### src/shared/pimage_cfg.svh
// constants of the process-image control and watchdog block
// Notes on behaviour
// - sensor-mode GPIO shows temperature as 16-bit word, low/high byte, GPIO 0..3
// - whole-degree sensor: word is degrees times 256, integer in high byte
// - tenth-degree sensor: word is degrees times 10
// - tenth-degree sensor: high byte MSB set when temperature is negative
// - sensor-mode GPIO shows humidity as 16-bit word, low/high byte per GPIO
// - whole-percent sensor: humidity word is percent times 256
// - tenth-percent sensor: humidity word is percent times 10
// - 32 backup bytes each way; restore bytes show stored data after restart
// - stored backup stays unchanged while backup not enabled again
// - backup enabled and power lost: store latest backup bytes from host
// - host sends expected model code; mismatch reported as error
// - transfer-mode byte reserved; host writes to it are ignored
// - watchdog select defaults 0 (off); codes 1..10 give 16 ms doubling to 8 s
// - enabled watchdog enters safe state when gap between valid cycles exceeds timeout
// - invalid cycle (bad checksum) does not restart the watchdog timeout
// - host sends control bytes; device returns version, model, state, warnings
// - each GPIO is input, output or climate sensor via its direction and sensor bits in the shared function byte
// - safe state: outputs off, pwm high impedance, backup stored if enabled, held till power cycle
// - backup disabled after reset until host writes one to enable bit
`ifndef PIMAGE_CFG_SVH
`define PIMAGE_CFG_SVH

// ======================================================
// register offsets
`define OFS_EXPECTED_MODEL 8'h00
`define OFS_TRANSFER_MODE 8'h01
`define OFS_SETTINGS_FIRST 8'h02
`define OFS_SETTINGS_SECOND 8'h03
`define OFS_GPIO_FUNCTION 8'h04
`define OFS_STATE_REPORT 8'h05
`define OFS_WARNING_REPORT 8'h06
`define OFS_FIRMWARE 8'h07
`define OFS_HARDWARE 8'h08
`define OFS_MODEL_REPORT 8'h09
`define OFS_CLIMATE_BASE 8'h10
`define OFS_BACKUP_BASE 8'h40
`define OFS_RESTORE_BASE 8'h60

// ======================================================
// field positions
`define BIT_SAFE_REQUEST 0
`define BIT_RESTORE_MIRROR 1
`define BIT_BACKUP_ENABLE 2
`define BIT_STATE_SAFE 0
`define BIT_STATE_WATCHDOG 1
`define BIT_STATE_MODEL_ERR 2
`define BIT_STATE_STORED 3
`define BIT_WARN_RESERVED_WD 0
`define BIT_WARN_NO_RESTORE 1

// ======================================================
// reset values and timing
`define RST_BYTE 8'h00
`define WD_SEL_OFF 4'h0
`define WD_SEL_MAX 4'ha
`define WD_BASE_MS 16
`define CLOCK_KHZ 100000

`endif

### src/shared/pimage_pkg.sv
// types of the process-image control and watchdog block
package pimage_pkg;

	typedef enum logic [0:0] {
		OP_RUN = 1'b0,
		OP_SAFE = 1'b1
	} op_state_e;

	typedef struct packed {
		logic [7:0] model_byte;
		logic model_seen;
		logic [3:0] wd_sel;
		logic restore_mirror;
		logic backup_enable;
		logic [7:0] gpio_function;
		logic [3:0][15:0] temperature;
		logic [3:0][15:0] humidity;
		logic [31:0][7:0] backup_bytes;
		logic [31:0][7:0] restore_bytes;
		logic restore_loaded;
		logic [30:0] wd_count;
		op_state_e op_state;
		logic stored;
		logic store_pulse;
		logic [7:0] rdata;
		logic [3:0] gpio_output;
		logic [3:0] gpio_sensor;
		logic outputs_off;
		logic pwm_hiz;
	} pimage_state_s;

endpackage

### src/pimage_ctrl.sv
// process-image control bytes, climate results, backup area and watchdog
`timescale 1ns/1ns
`include "pimage_cfg.svh"

module pimage_ctrl
	import pimage_pkg::*;
#(
	parameter int WD_BASE_CYCLES = `WD_BASE_MS * (`CLOCK_KHZ),
	parameter logic [7:0] OWN_MODEL = 8'h4d,
	parameter logic [7:0] FIRMWARE_VERSION = 8'h01,
	parameter logic [7:0] HARDWARE_VERSION = 8'h01
) (
	input wire logic i_clock,
	input wire logic i_nrst,
	input wire logic [7:0] i_addr,
	input wire logic [7:0] i_wdata,
	input wire logic i_write,
	input wire logic i_read,
	input wire logic i_cycle_done,
	input wire logic i_cycle_crc_ok,
	input wire logic i_sensor_update,
	input wire logic [1:0] i_sensor_index,
	input wire logic i_sensor_tenths,
	input wire logic i_sensor_negative,
	input wire logic [14:0] i_sensor_temp,
	input wire logic [14:0] i_sensor_humid,
	input wire logic i_restore_valid,
	input wire logic [255:0] i_restore_image,
	input wire logic i_power_fail,
	output logic [7:0] o_rdata,
	output logic [3:0] o_gpio_output,
	output logic [3:0] o_gpio_sensor,
	output logic o_outputs_off,
	output logic o_pwm_hiz,
	output logic o_safe_state,
	output logic o_store_strobe,
	output logic [255:0] o_backup_image
);

	// ======================================================
	// state
	pimage_state_s state_reg;
	pimage_state_s state_next;

	logic wd_enabled;
	logic [30:0] wd_limit;
	logic valid_cycle;
	logic model_error;
	logic [7:0] state_report;
	logic [7:0] warn_report;
	logic [15:0] temp_word;
	logic [15:0] humid_word;
	logic [1:0] climate_idx;
	logic [4:0] area_idx;

	// ======================================================
	// watchdog decode
	always_comb begin
		wd_enabled = (state_reg.wd_sel != `WD_SEL_OFF);
		if (state_reg.wd_sel > `WD_SEL_MAX) begin
			wd_enabled = 1'b0;
		end
		// doubling from the base count; shift stays small so no overflow
		wd_limit = 31'(WD_BASE_CYCLES) << (state_reg.wd_sel - 4'h1);
		if (!wd_enabled) begin
			wd_limit = '0;
		end
	end

	assign valid_cycle = i_cycle_done & i_cycle_crc_ok;
	assign model_error = state_reg.model_seen & (state_reg.model_byte != OWN_MODEL);

	// ======================================================
	// sensor word forming
	always_comb begin
		if (i_sensor_tenths) begin
			temp_word = {1'b0, i_sensor_temp};
			temp_word[15] = i_sensor_negative;
			humid_word = {1'b0, i_sensor_humid};
		end else begin
			temp_word = {i_sensor_temp[7:0], 8'h00};
			humid_word = {i_sensor_humid[7:0], 8'h00};
		end
	end

	// ======================================================
	// status bytes
	always_comb begin
		state_report = `RST_BYTE;
		state_report[`BIT_STATE_SAFE] = (state_reg.op_state == OP_SAFE);
		state_report[`BIT_STATE_WATCHDOG] = wd_enabled;
		state_report[`BIT_STATE_MODEL_ERR] = model_error;
		state_report[`BIT_STATE_STORED] = state_reg.stored;
		warn_report = `RST_BYTE;
		warn_report[`BIT_WARN_RESERVED_WD] = (state_reg.wd_sel > `WD_SEL_MAX);
		warn_report[`BIT_WARN_NO_RESTORE] = ~state_reg.restore_loaded;
	end

	assign climate_idx = i_addr[3:2];
	assign area_idx = i_addr[4:0];

	// ======================================================
	// next state
	always_comb begin
		state_next = state_reg;
		state_next.store_pulse = 1'b0;
		state_next.rdata = `RST_BYTE;

		// register writes
		if (i_write) begin
			case (i_addr)
				`OFS_EXPECTED_MODEL: begin
					state_next.model_byte = i_wdata;
					state_next.model_seen = 1'b1;
				end
				`OFS_TRANSFER_MODE: begin
					state_next.model_seen = state_reg.model_seen;
				end
				`OFS_SETTINGS_FIRST: begin
					state_next.wd_sel = i_wdata[3:0];
				end
				`OFS_SETTINGS_SECOND: begin
					state_next.restore_mirror = i_wdata[`BIT_RESTORE_MIRROR];
					state_next.backup_enable = i_wdata[`BIT_BACKUP_ENABLE];
					if (i_wdata[`BIT_SAFE_REQUEST]) begin
						state_next.op_state = OP_SAFE;
					end
				end
				`OFS_GPIO_FUNCTION: begin
					state_next.gpio_function = i_wdata;
				end
				default: begin
					if (i_addr[7:5] == `OFS_BACKUP_BASE >> 5) begin
						state_next.backup_bytes[area_idx] = i_wdata;
					end
				end
			endcase
		end

		// register reads, data in the next cycle only
		if (i_read) begin
			case (i_addr)
				`OFS_SETTINGS_FIRST: state_next.rdata = {4'h0, state_reg.wd_sel};
				`OFS_SETTINGS_SECOND: begin
					state_next.rdata[`BIT_RESTORE_MIRROR] = state_reg.restore_mirror;
					state_next.rdata[`BIT_BACKUP_ENABLE] = state_reg.backup_enable;
				end
				`OFS_GPIO_FUNCTION: state_next.rdata = state_reg.gpio_function;
				`OFS_STATE_REPORT: state_next.rdata = state_report;
				`OFS_WARNING_REPORT: state_next.rdata = warn_report;
				`OFS_FIRMWARE: state_next.rdata = FIRMWARE_VERSION;
				`OFS_HARDWARE: state_next.rdata = HARDWARE_VERSION;
				`OFS_MODEL_REPORT: state_next.rdata = OWN_MODEL;
				default: begin
					if (i_addr[7:4] == `OFS_CLIMATE_BASE >> 4) begin
						case (i_addr[1:0])
							2'h0: state_next.rdata = state_reg.temperature[climate_idx][7:0];
							2'h1: state_next.rdata = state_reg.temperature[climate_idx][15:8];
							2'h2: state_next.rdata = state_reg.humidity[climate_idx][7:0];
							default: state_next.rdata = state_reg.humidity[climate_idx][15:8];
						endcase
					end else if (i_addr[7:5] == `OFS_RESTORE_BASE >> 5) begin
						// restore bytes to host; mirror shows last backup bytes
						if (state_reg.restore_mirror) begin
							state_next.rdata = state_reg.backup_bytes[area_idx];
						end else begin
							state_next.rdata = state_reg.restore_bytes[area_idx];
						end
					end
				end
			endcase
		end

		// ======================================================
		// gpio functions
		// sensor bit wins over direction bit
		state_next.gpio_sensor = state_next.gpio_function[7:4];
		state_next.gpio_output = state_next.gpio_function[3:0] & ~state_next.gpio_function[7:4];
		// sensor results kept only in sensor mode
		if (i_sensor_update && state_reg.gpio_function[4 + i_sensor_index]) begin
			state_next.temperature[i_sensor_index] = temp_word;
			state_next.humidity[i_sensor_index] = humid_word;
		end
		for (int g = 0; g < 4; g++) begin
			if (!state_next.gpio_sensor[g]) begin
				state_next.temperature[g] = '0;
				state_next.humidity[g] = '0;
			end
		end

		// ======================================================
		// restore image from nonvolatile store
		if (i_restore_valid && !state_reg.restore_loaded) begin
			// image kept by store outside, loaded once per power-up
			state_next.restore_bytes = i_restore_image;
			state_next.restore_loaded = 1'b1;
		end

		// ======================================================
		// watchdog
		if (!wd_enabled || valid_cycle) begin
			state_next.wd_count = '0;
		end else if (state_reg.wd_count <= wd_limit) begin
			state_next.wd_count = state_reg.wd_count + 31'h1;
		end
		// gap beyond timeout trips safe state
		if (wd_enabled && (state_reg.wd_count > wd_limit)) begin
			state_next.op_state = OP_SAFE;
		end

		// ======================================================
		// safe state and backup store
		case (state_reg.op_state)
			OP_RUN: begin
				state_next.outputs_off = 1'b0;
				state_next.pwm_hiz = 1'b0;
			end
			OP_SAFE: begin
				// held until power cycle; only reset leaves it
				state_next.op_state = OP_SAFE;
				state_next.outputs_off = 1'b1;
				state_next.pwm_hiz = 1'b1;
				state_next.gpio_output = 4'h0;
			end
			default: state_next.op_state = OP_SAFE;
		endcase
		// one store per power-up saves wear on the nonvolatile cells
		if (state_reg.backup_enable && !state_reg.stored &&
			(i_power_fail || state_reg.op_state == OP_SAFE)) begin
			// store latest backup bytes / store on safe entry
			state_next.store_pulse = 1'b1;
			state_next.stored = 1'b1;
		end
	end

	// ======================================================
	// registers
	always_ff @(posedge i_clock or negedge i_nrst) begin
		if (!i_nrst) begin
			state_reg <= '0;
		end else begin
			state_reg <= state_next;
		end
	end

	// ======================================================
	// outputs
	assign o_rdata = state_reg.rdata;
	assign o_gpio_output = state_reg.gpio_output;
	assign o_gpio_sensor = state_reg.gpio_sensor;
	assign o_outputs_off = state_reg.outputs_off;
	assign o_pwm_hiz = state_reg.pwm_hiz;
	assign o_safe_state = (state_reg.op_state == OP_SAFE);
	assign o_store_strobe = state_reg.store_pulse;
	assign o_backup_image = state_reg.backup_bytes;

endmodule

### config.mk
export PLATFORM = sky130hd
export DESIGN_NAME = pimage_ctrl
export DESIGN_NICKNAME = d
export VERILOG_FILES = /design/src/shared/pimage_pkg.sv /design/src/pimage_ctrl.sv
export VERILOG_INCLUDE_DIRS = /design/src /design/src/shared
export SDC_FILE = /design/constraint.sdc
export NUM_CORES = 1
export LEC_CHECK = 0
export ABC_CLOCK_PERIOD_IN_PS = 6400
export BUFFER_PORTS_ARGS = -buffer_cell sky130_fd_sc_hd__buf_4
export CORE_ASPECT_RATIO = 0.8
export CORE_MARGIN = 2
export CORE_UTILIZATION = 33
export CTS_CLUSTER_SIZE = 16
export DETAILED_ROUTE_END_ITERATION = 10
export GPL_TIMING_DRIVEN = 0
export HOLD_SLACK_MARGIN = 0.02
export PLACE_DENSITY_LB_ADDON = 0.08
export SYNTH_ARGS = -nofsm -noshare
export SYNTH_HDL_FRONTEND = slang
export SYNTH_SLANG_ARGS = --single-unit
export TNS_END_PERCENT = 20
### constraint.sdc
create_clock -name i_clock -period 6.4 [get_ports i_clock]
set_clock_uncertainty 0.1 [all_clocks]
set_input_delay 0.64 -clock i_clock [delete_from_list [all_inputs] [get_ports i_clock]]
set_output_delay 0.64 -clock i_clock [all_outputs]
set_load 0.01 [all_outputs]
==> summary.txt <==
Status
  – Status: finished with violations
  – Violated checks: max-capacitance violations, max-slew violations

Min path
  – Hold crit path type: in2reg

Setup path
  – Max stage delay on crit path: 460 ps
  – Worst-path fanout max: 11
  – CP Buf/Inv Count: 7
  – CP delay by family, top: buffers and inverters
  – CP max stage cell: buf_1
  – Startpoint types: register
  – Critical path arrival: 6270 ps
  – Most frequent CP cell: clkbuf_1
  – Cells along the critical path: buf_1, inv_1, ha_1, clkbuf_1, xnor2_2, inv_1, clkbuf_1, ha_1, nand2_1, o31ai_1, nand2_1, ha_1, a211oi_1, o21ai_0, a221oi_1, o211ai_1, clkbuf_1, clkbuf_1, a211oi_1, mux2i_1
  – CP endpoint kind: register
  – Type of the worst setup path: reg2reg
  – Worst Path Required: 6870 ps

Synthesis
  – Number of flops mapped to enable cells by yosys: 0
  – Sequential element share of the synthesized area: 48.87%
  – Share of flip-flops with an asynchronous set or reset: 100.0%
  – Synth Flop Type: dfrtp_1
  – Cell count after synthesis: 2853
  – Post-Syn Nets: 3200
  – Number of synthesis warnings: 0
  – Register bit total from synthesis: 711
  – Unique masters post-synth: 71
  – Synth Area per Inst: 12.76 sq um
  – Synth Cell Area: 36410 sq um

Floorplan
  – # IOs: 591
  – Core ar.: 108900 sq um
  – Die Area: 113000 sq um
  – Die Wd: 375.4 microns
  – Starting Density: 33.43%
  – Row cnt: 108
  – Die H: 301.1 microns

Global route
  – Pin count of the biggest net entering global routing: 119
  – Global-route wire length before repair: 223300 microns
  – Initial antenna violation count: 38
  – Tot GR Track Use: 28.01%
  – Vias in the first global route: 28737
  – Grt ovf: 0

CTS
  – # Post-CTS Setup Buffers: 0
  – Htree depth: 3
  – CTS Buf Count: 81
  – CTS tree: yes
  – Root Buffer: clkbuf_16
  – Clock Latency Late Sink: 660 ps
  – Clock Pin Slew Worst Setup and Hold Paths: 70 ps
  – CTS Buffer Depth: 3
  – Clk sinks: 711

Power
  – Clock power share: 42.4%
  – Max IR drop VDD: 0.1598 mV
  – Switching Share: 27.34%
  – Power density over the cells: 256.4 nW/um^2
  – Internal power: 8.503 mW
  – Comb power frac: 15.2%
  – Leakage power: 21.17 nW
  – Register share of total power: 42.4%
  – Sw power: 3.199 mW

Cells and area
  – Final Core Density: 41.89%
  – Non-filler cells, final: 5038
  – Layout cells sized above 1: 49.67%
  – Largest register FFs: 437
  – P&R area growth vs syn: 25.32%
  – Nets: 3872

Place
  – Final HPWL DP: 121100 microns
  – Number of port buffers: 582
  – Gpl congestion: 0.9087
  – Placed cell count: 4871

Run
  – Max Cap Violations: 1

Timing
  – Final Max Slew Viols: 11
  – F_max: 0.1725 GHz
  – Final Hold Vio Count: 0
  – Min Tclk post-route: 5798 ps
  – RSZ-0062 raised after global routing: false
  – Slew of the pin with the lowest slew margin: 1529 ps
  – Final Cycle Share: 90.59%
  – Final setup fails: 0
  – Max-slew headroom: -2.323%

Detailed routing
  – Final ANT Viol Nets: 0
  – Drt pass-1 iters: 5
  – DR WL/cell: 31.82 microns
  – DRT iter0 DRCs: 2270
  – DR vias: 27676
  – Total Wirelength: 160300 microns
  – Via-to-Cell Ratio: 5.493
  – # DRC: 0
[power by group through the flow]
stage	sequential [mW]	combinational, mW	clock [mW]
floorplan	4.96	0.942	0
global placement	5.02	1.76	0
detailed placement	5.03	1.79	0
CTS	4.95	1.79	5.05
global route	4.99	1.89	5.24
finish	4.96	1.78	4.96
[cells in the mapped netlist (all sizes together), types with 14 or more instances]
master    n  area, sq um
a211oi   67        503.0
a21oi   138        690.7
buf     349         2516
clkbuf  120        450.4
dfrtp   711        17790
ha       32        400.4
inv      23        86.33
mux2    536         6036
mux2i    84        890.9
mux4    154         3468
nand2   174        660.6
nand2b   15        93.84
nand3   110        550.5
nand4    15        93.84
nor2     82        307.8
nor3     21        192.7
o21ai    42        210.2
o221ai   14        122.6
o31ai    14        105.1
[worst register-to-register path: cells and delay by family, from the launching register on]
kind                     cells  cell delay, ps
AND/OR/NAND/NOR              2             160
XOR/XNOR                     1             260
buffers and inverters        7            2130
flip-flops                   1             440
multiplexers                 1             240
adder cells (fa/ha/maj)      3             810
AO/OA/AOI/OAI                6            1570
[cell families after synthesis]
kind of cell / Yosys count / synth area share (%)
flip-flops: 711 / 48.87
AND/OR/NAND/NOR: 489 / 6.763
buffers and inverters: 493 / 8.395
AO/OA/AOI/OAI: 351 / 6.251
adder cells (fa/ha/maj): 32 / 1.100
multiplexers: 774 / 28.55
XOR/XNOR: 3 / 0.07218
[area by class of cell]
class	instances	area [sq um]
Clock inverter	26	310.3
Inverter	24	90.09
Clock buffer	122	2514
Multi-Input combinational cell	1649	15570
Timing Repair Buffer	589	4552
Fill cell	10424	63290
Antenna cell	18	45.04
Tap cell	1430	1789
Buffer	469	2969
Sequential cell	711	17790
[routing by layer]
metal | vias to the layer above | wire [microns] | global-route usage (%)
li1 | 11585 | - | -
met1 | 14679 | 67680 | 37.19
met2 | 1137 | 75340 | 44.90
met3 | 239 | 12580 | 7.796
met4 | 36 | 4481 | 7.889
met5 | - | 229 | 0
[per-stage QoR]
step | setup slack [ps] | cell area, sq um | power (mW) | TNS, ps | hold WS [ps]
floorplan | 2018 | 36410 | 5.902 | 0 | 244.4
global placement | -3778 | 42570 | 6.777 | -2595730 | 350.3
detailed placement | 704.5 | 42740 | 6.820 | 0 | 362.5
CTS | 632.4 | 45580 | 11.80 | 0 | 34.88
global route | 175.8 | 45600 | 12.12 | 0 | 58.23
finish | 602.1 | 45630 | 11.70 | 0 | 69.26
[cell usage in the layout, fill, tap and decap left out, drive strengths merged, types with 11 or more instances in the layout]
master and instances:
buf 937, mux2 536, a21oi 138, dfrtp 711, nor2 82, nand3 110, o21ai 42, inv 26
mux4 154, o211ai 11, o221ai 14, o31ai 14, nand2b 15, a211oi 67, and3 11, clkinv 16
diode 18, mux2i 84, nand2 174, nor3 21, nand4 15, ha 32, clkbuf 242
[path summary, 6_finish.rpt]
kind	start	end	slack (ps)	cells past startpoint
worst max-delay path	state_reg[704]$_DFFE_PN0P_	state_reg[51]$_DFFE_PN0P_	600	20
worst min-delay path	i_restore_valid	state_reg[52]$_DFFE_PN0P_	70	2
worst max register to register	state_reg[704]$_DFFE_PN0P_	state_reg[51]$_DFFE_PN0P_	600	20
worst min register to register	state_reg[707]$_DFFE_PN0P_	state_reg[707]$_DFFE_PN0P_	380	1
max in group asynchronous	i_nrst	state_reg[87]$_DFFE_PN0P_	4090	4
min in group asynchronous	i_nrst	state_reg[640]$_DFFE_PN0P_	440	2
[repair_timing]
action	CTS	global route
endpoints found under the hold margin	60	0
setup endpoints to repair	0	1
hold buffers	1	0
gates resized for setup	0	1
Note: power is estimated with default switching activity, not from simulation.
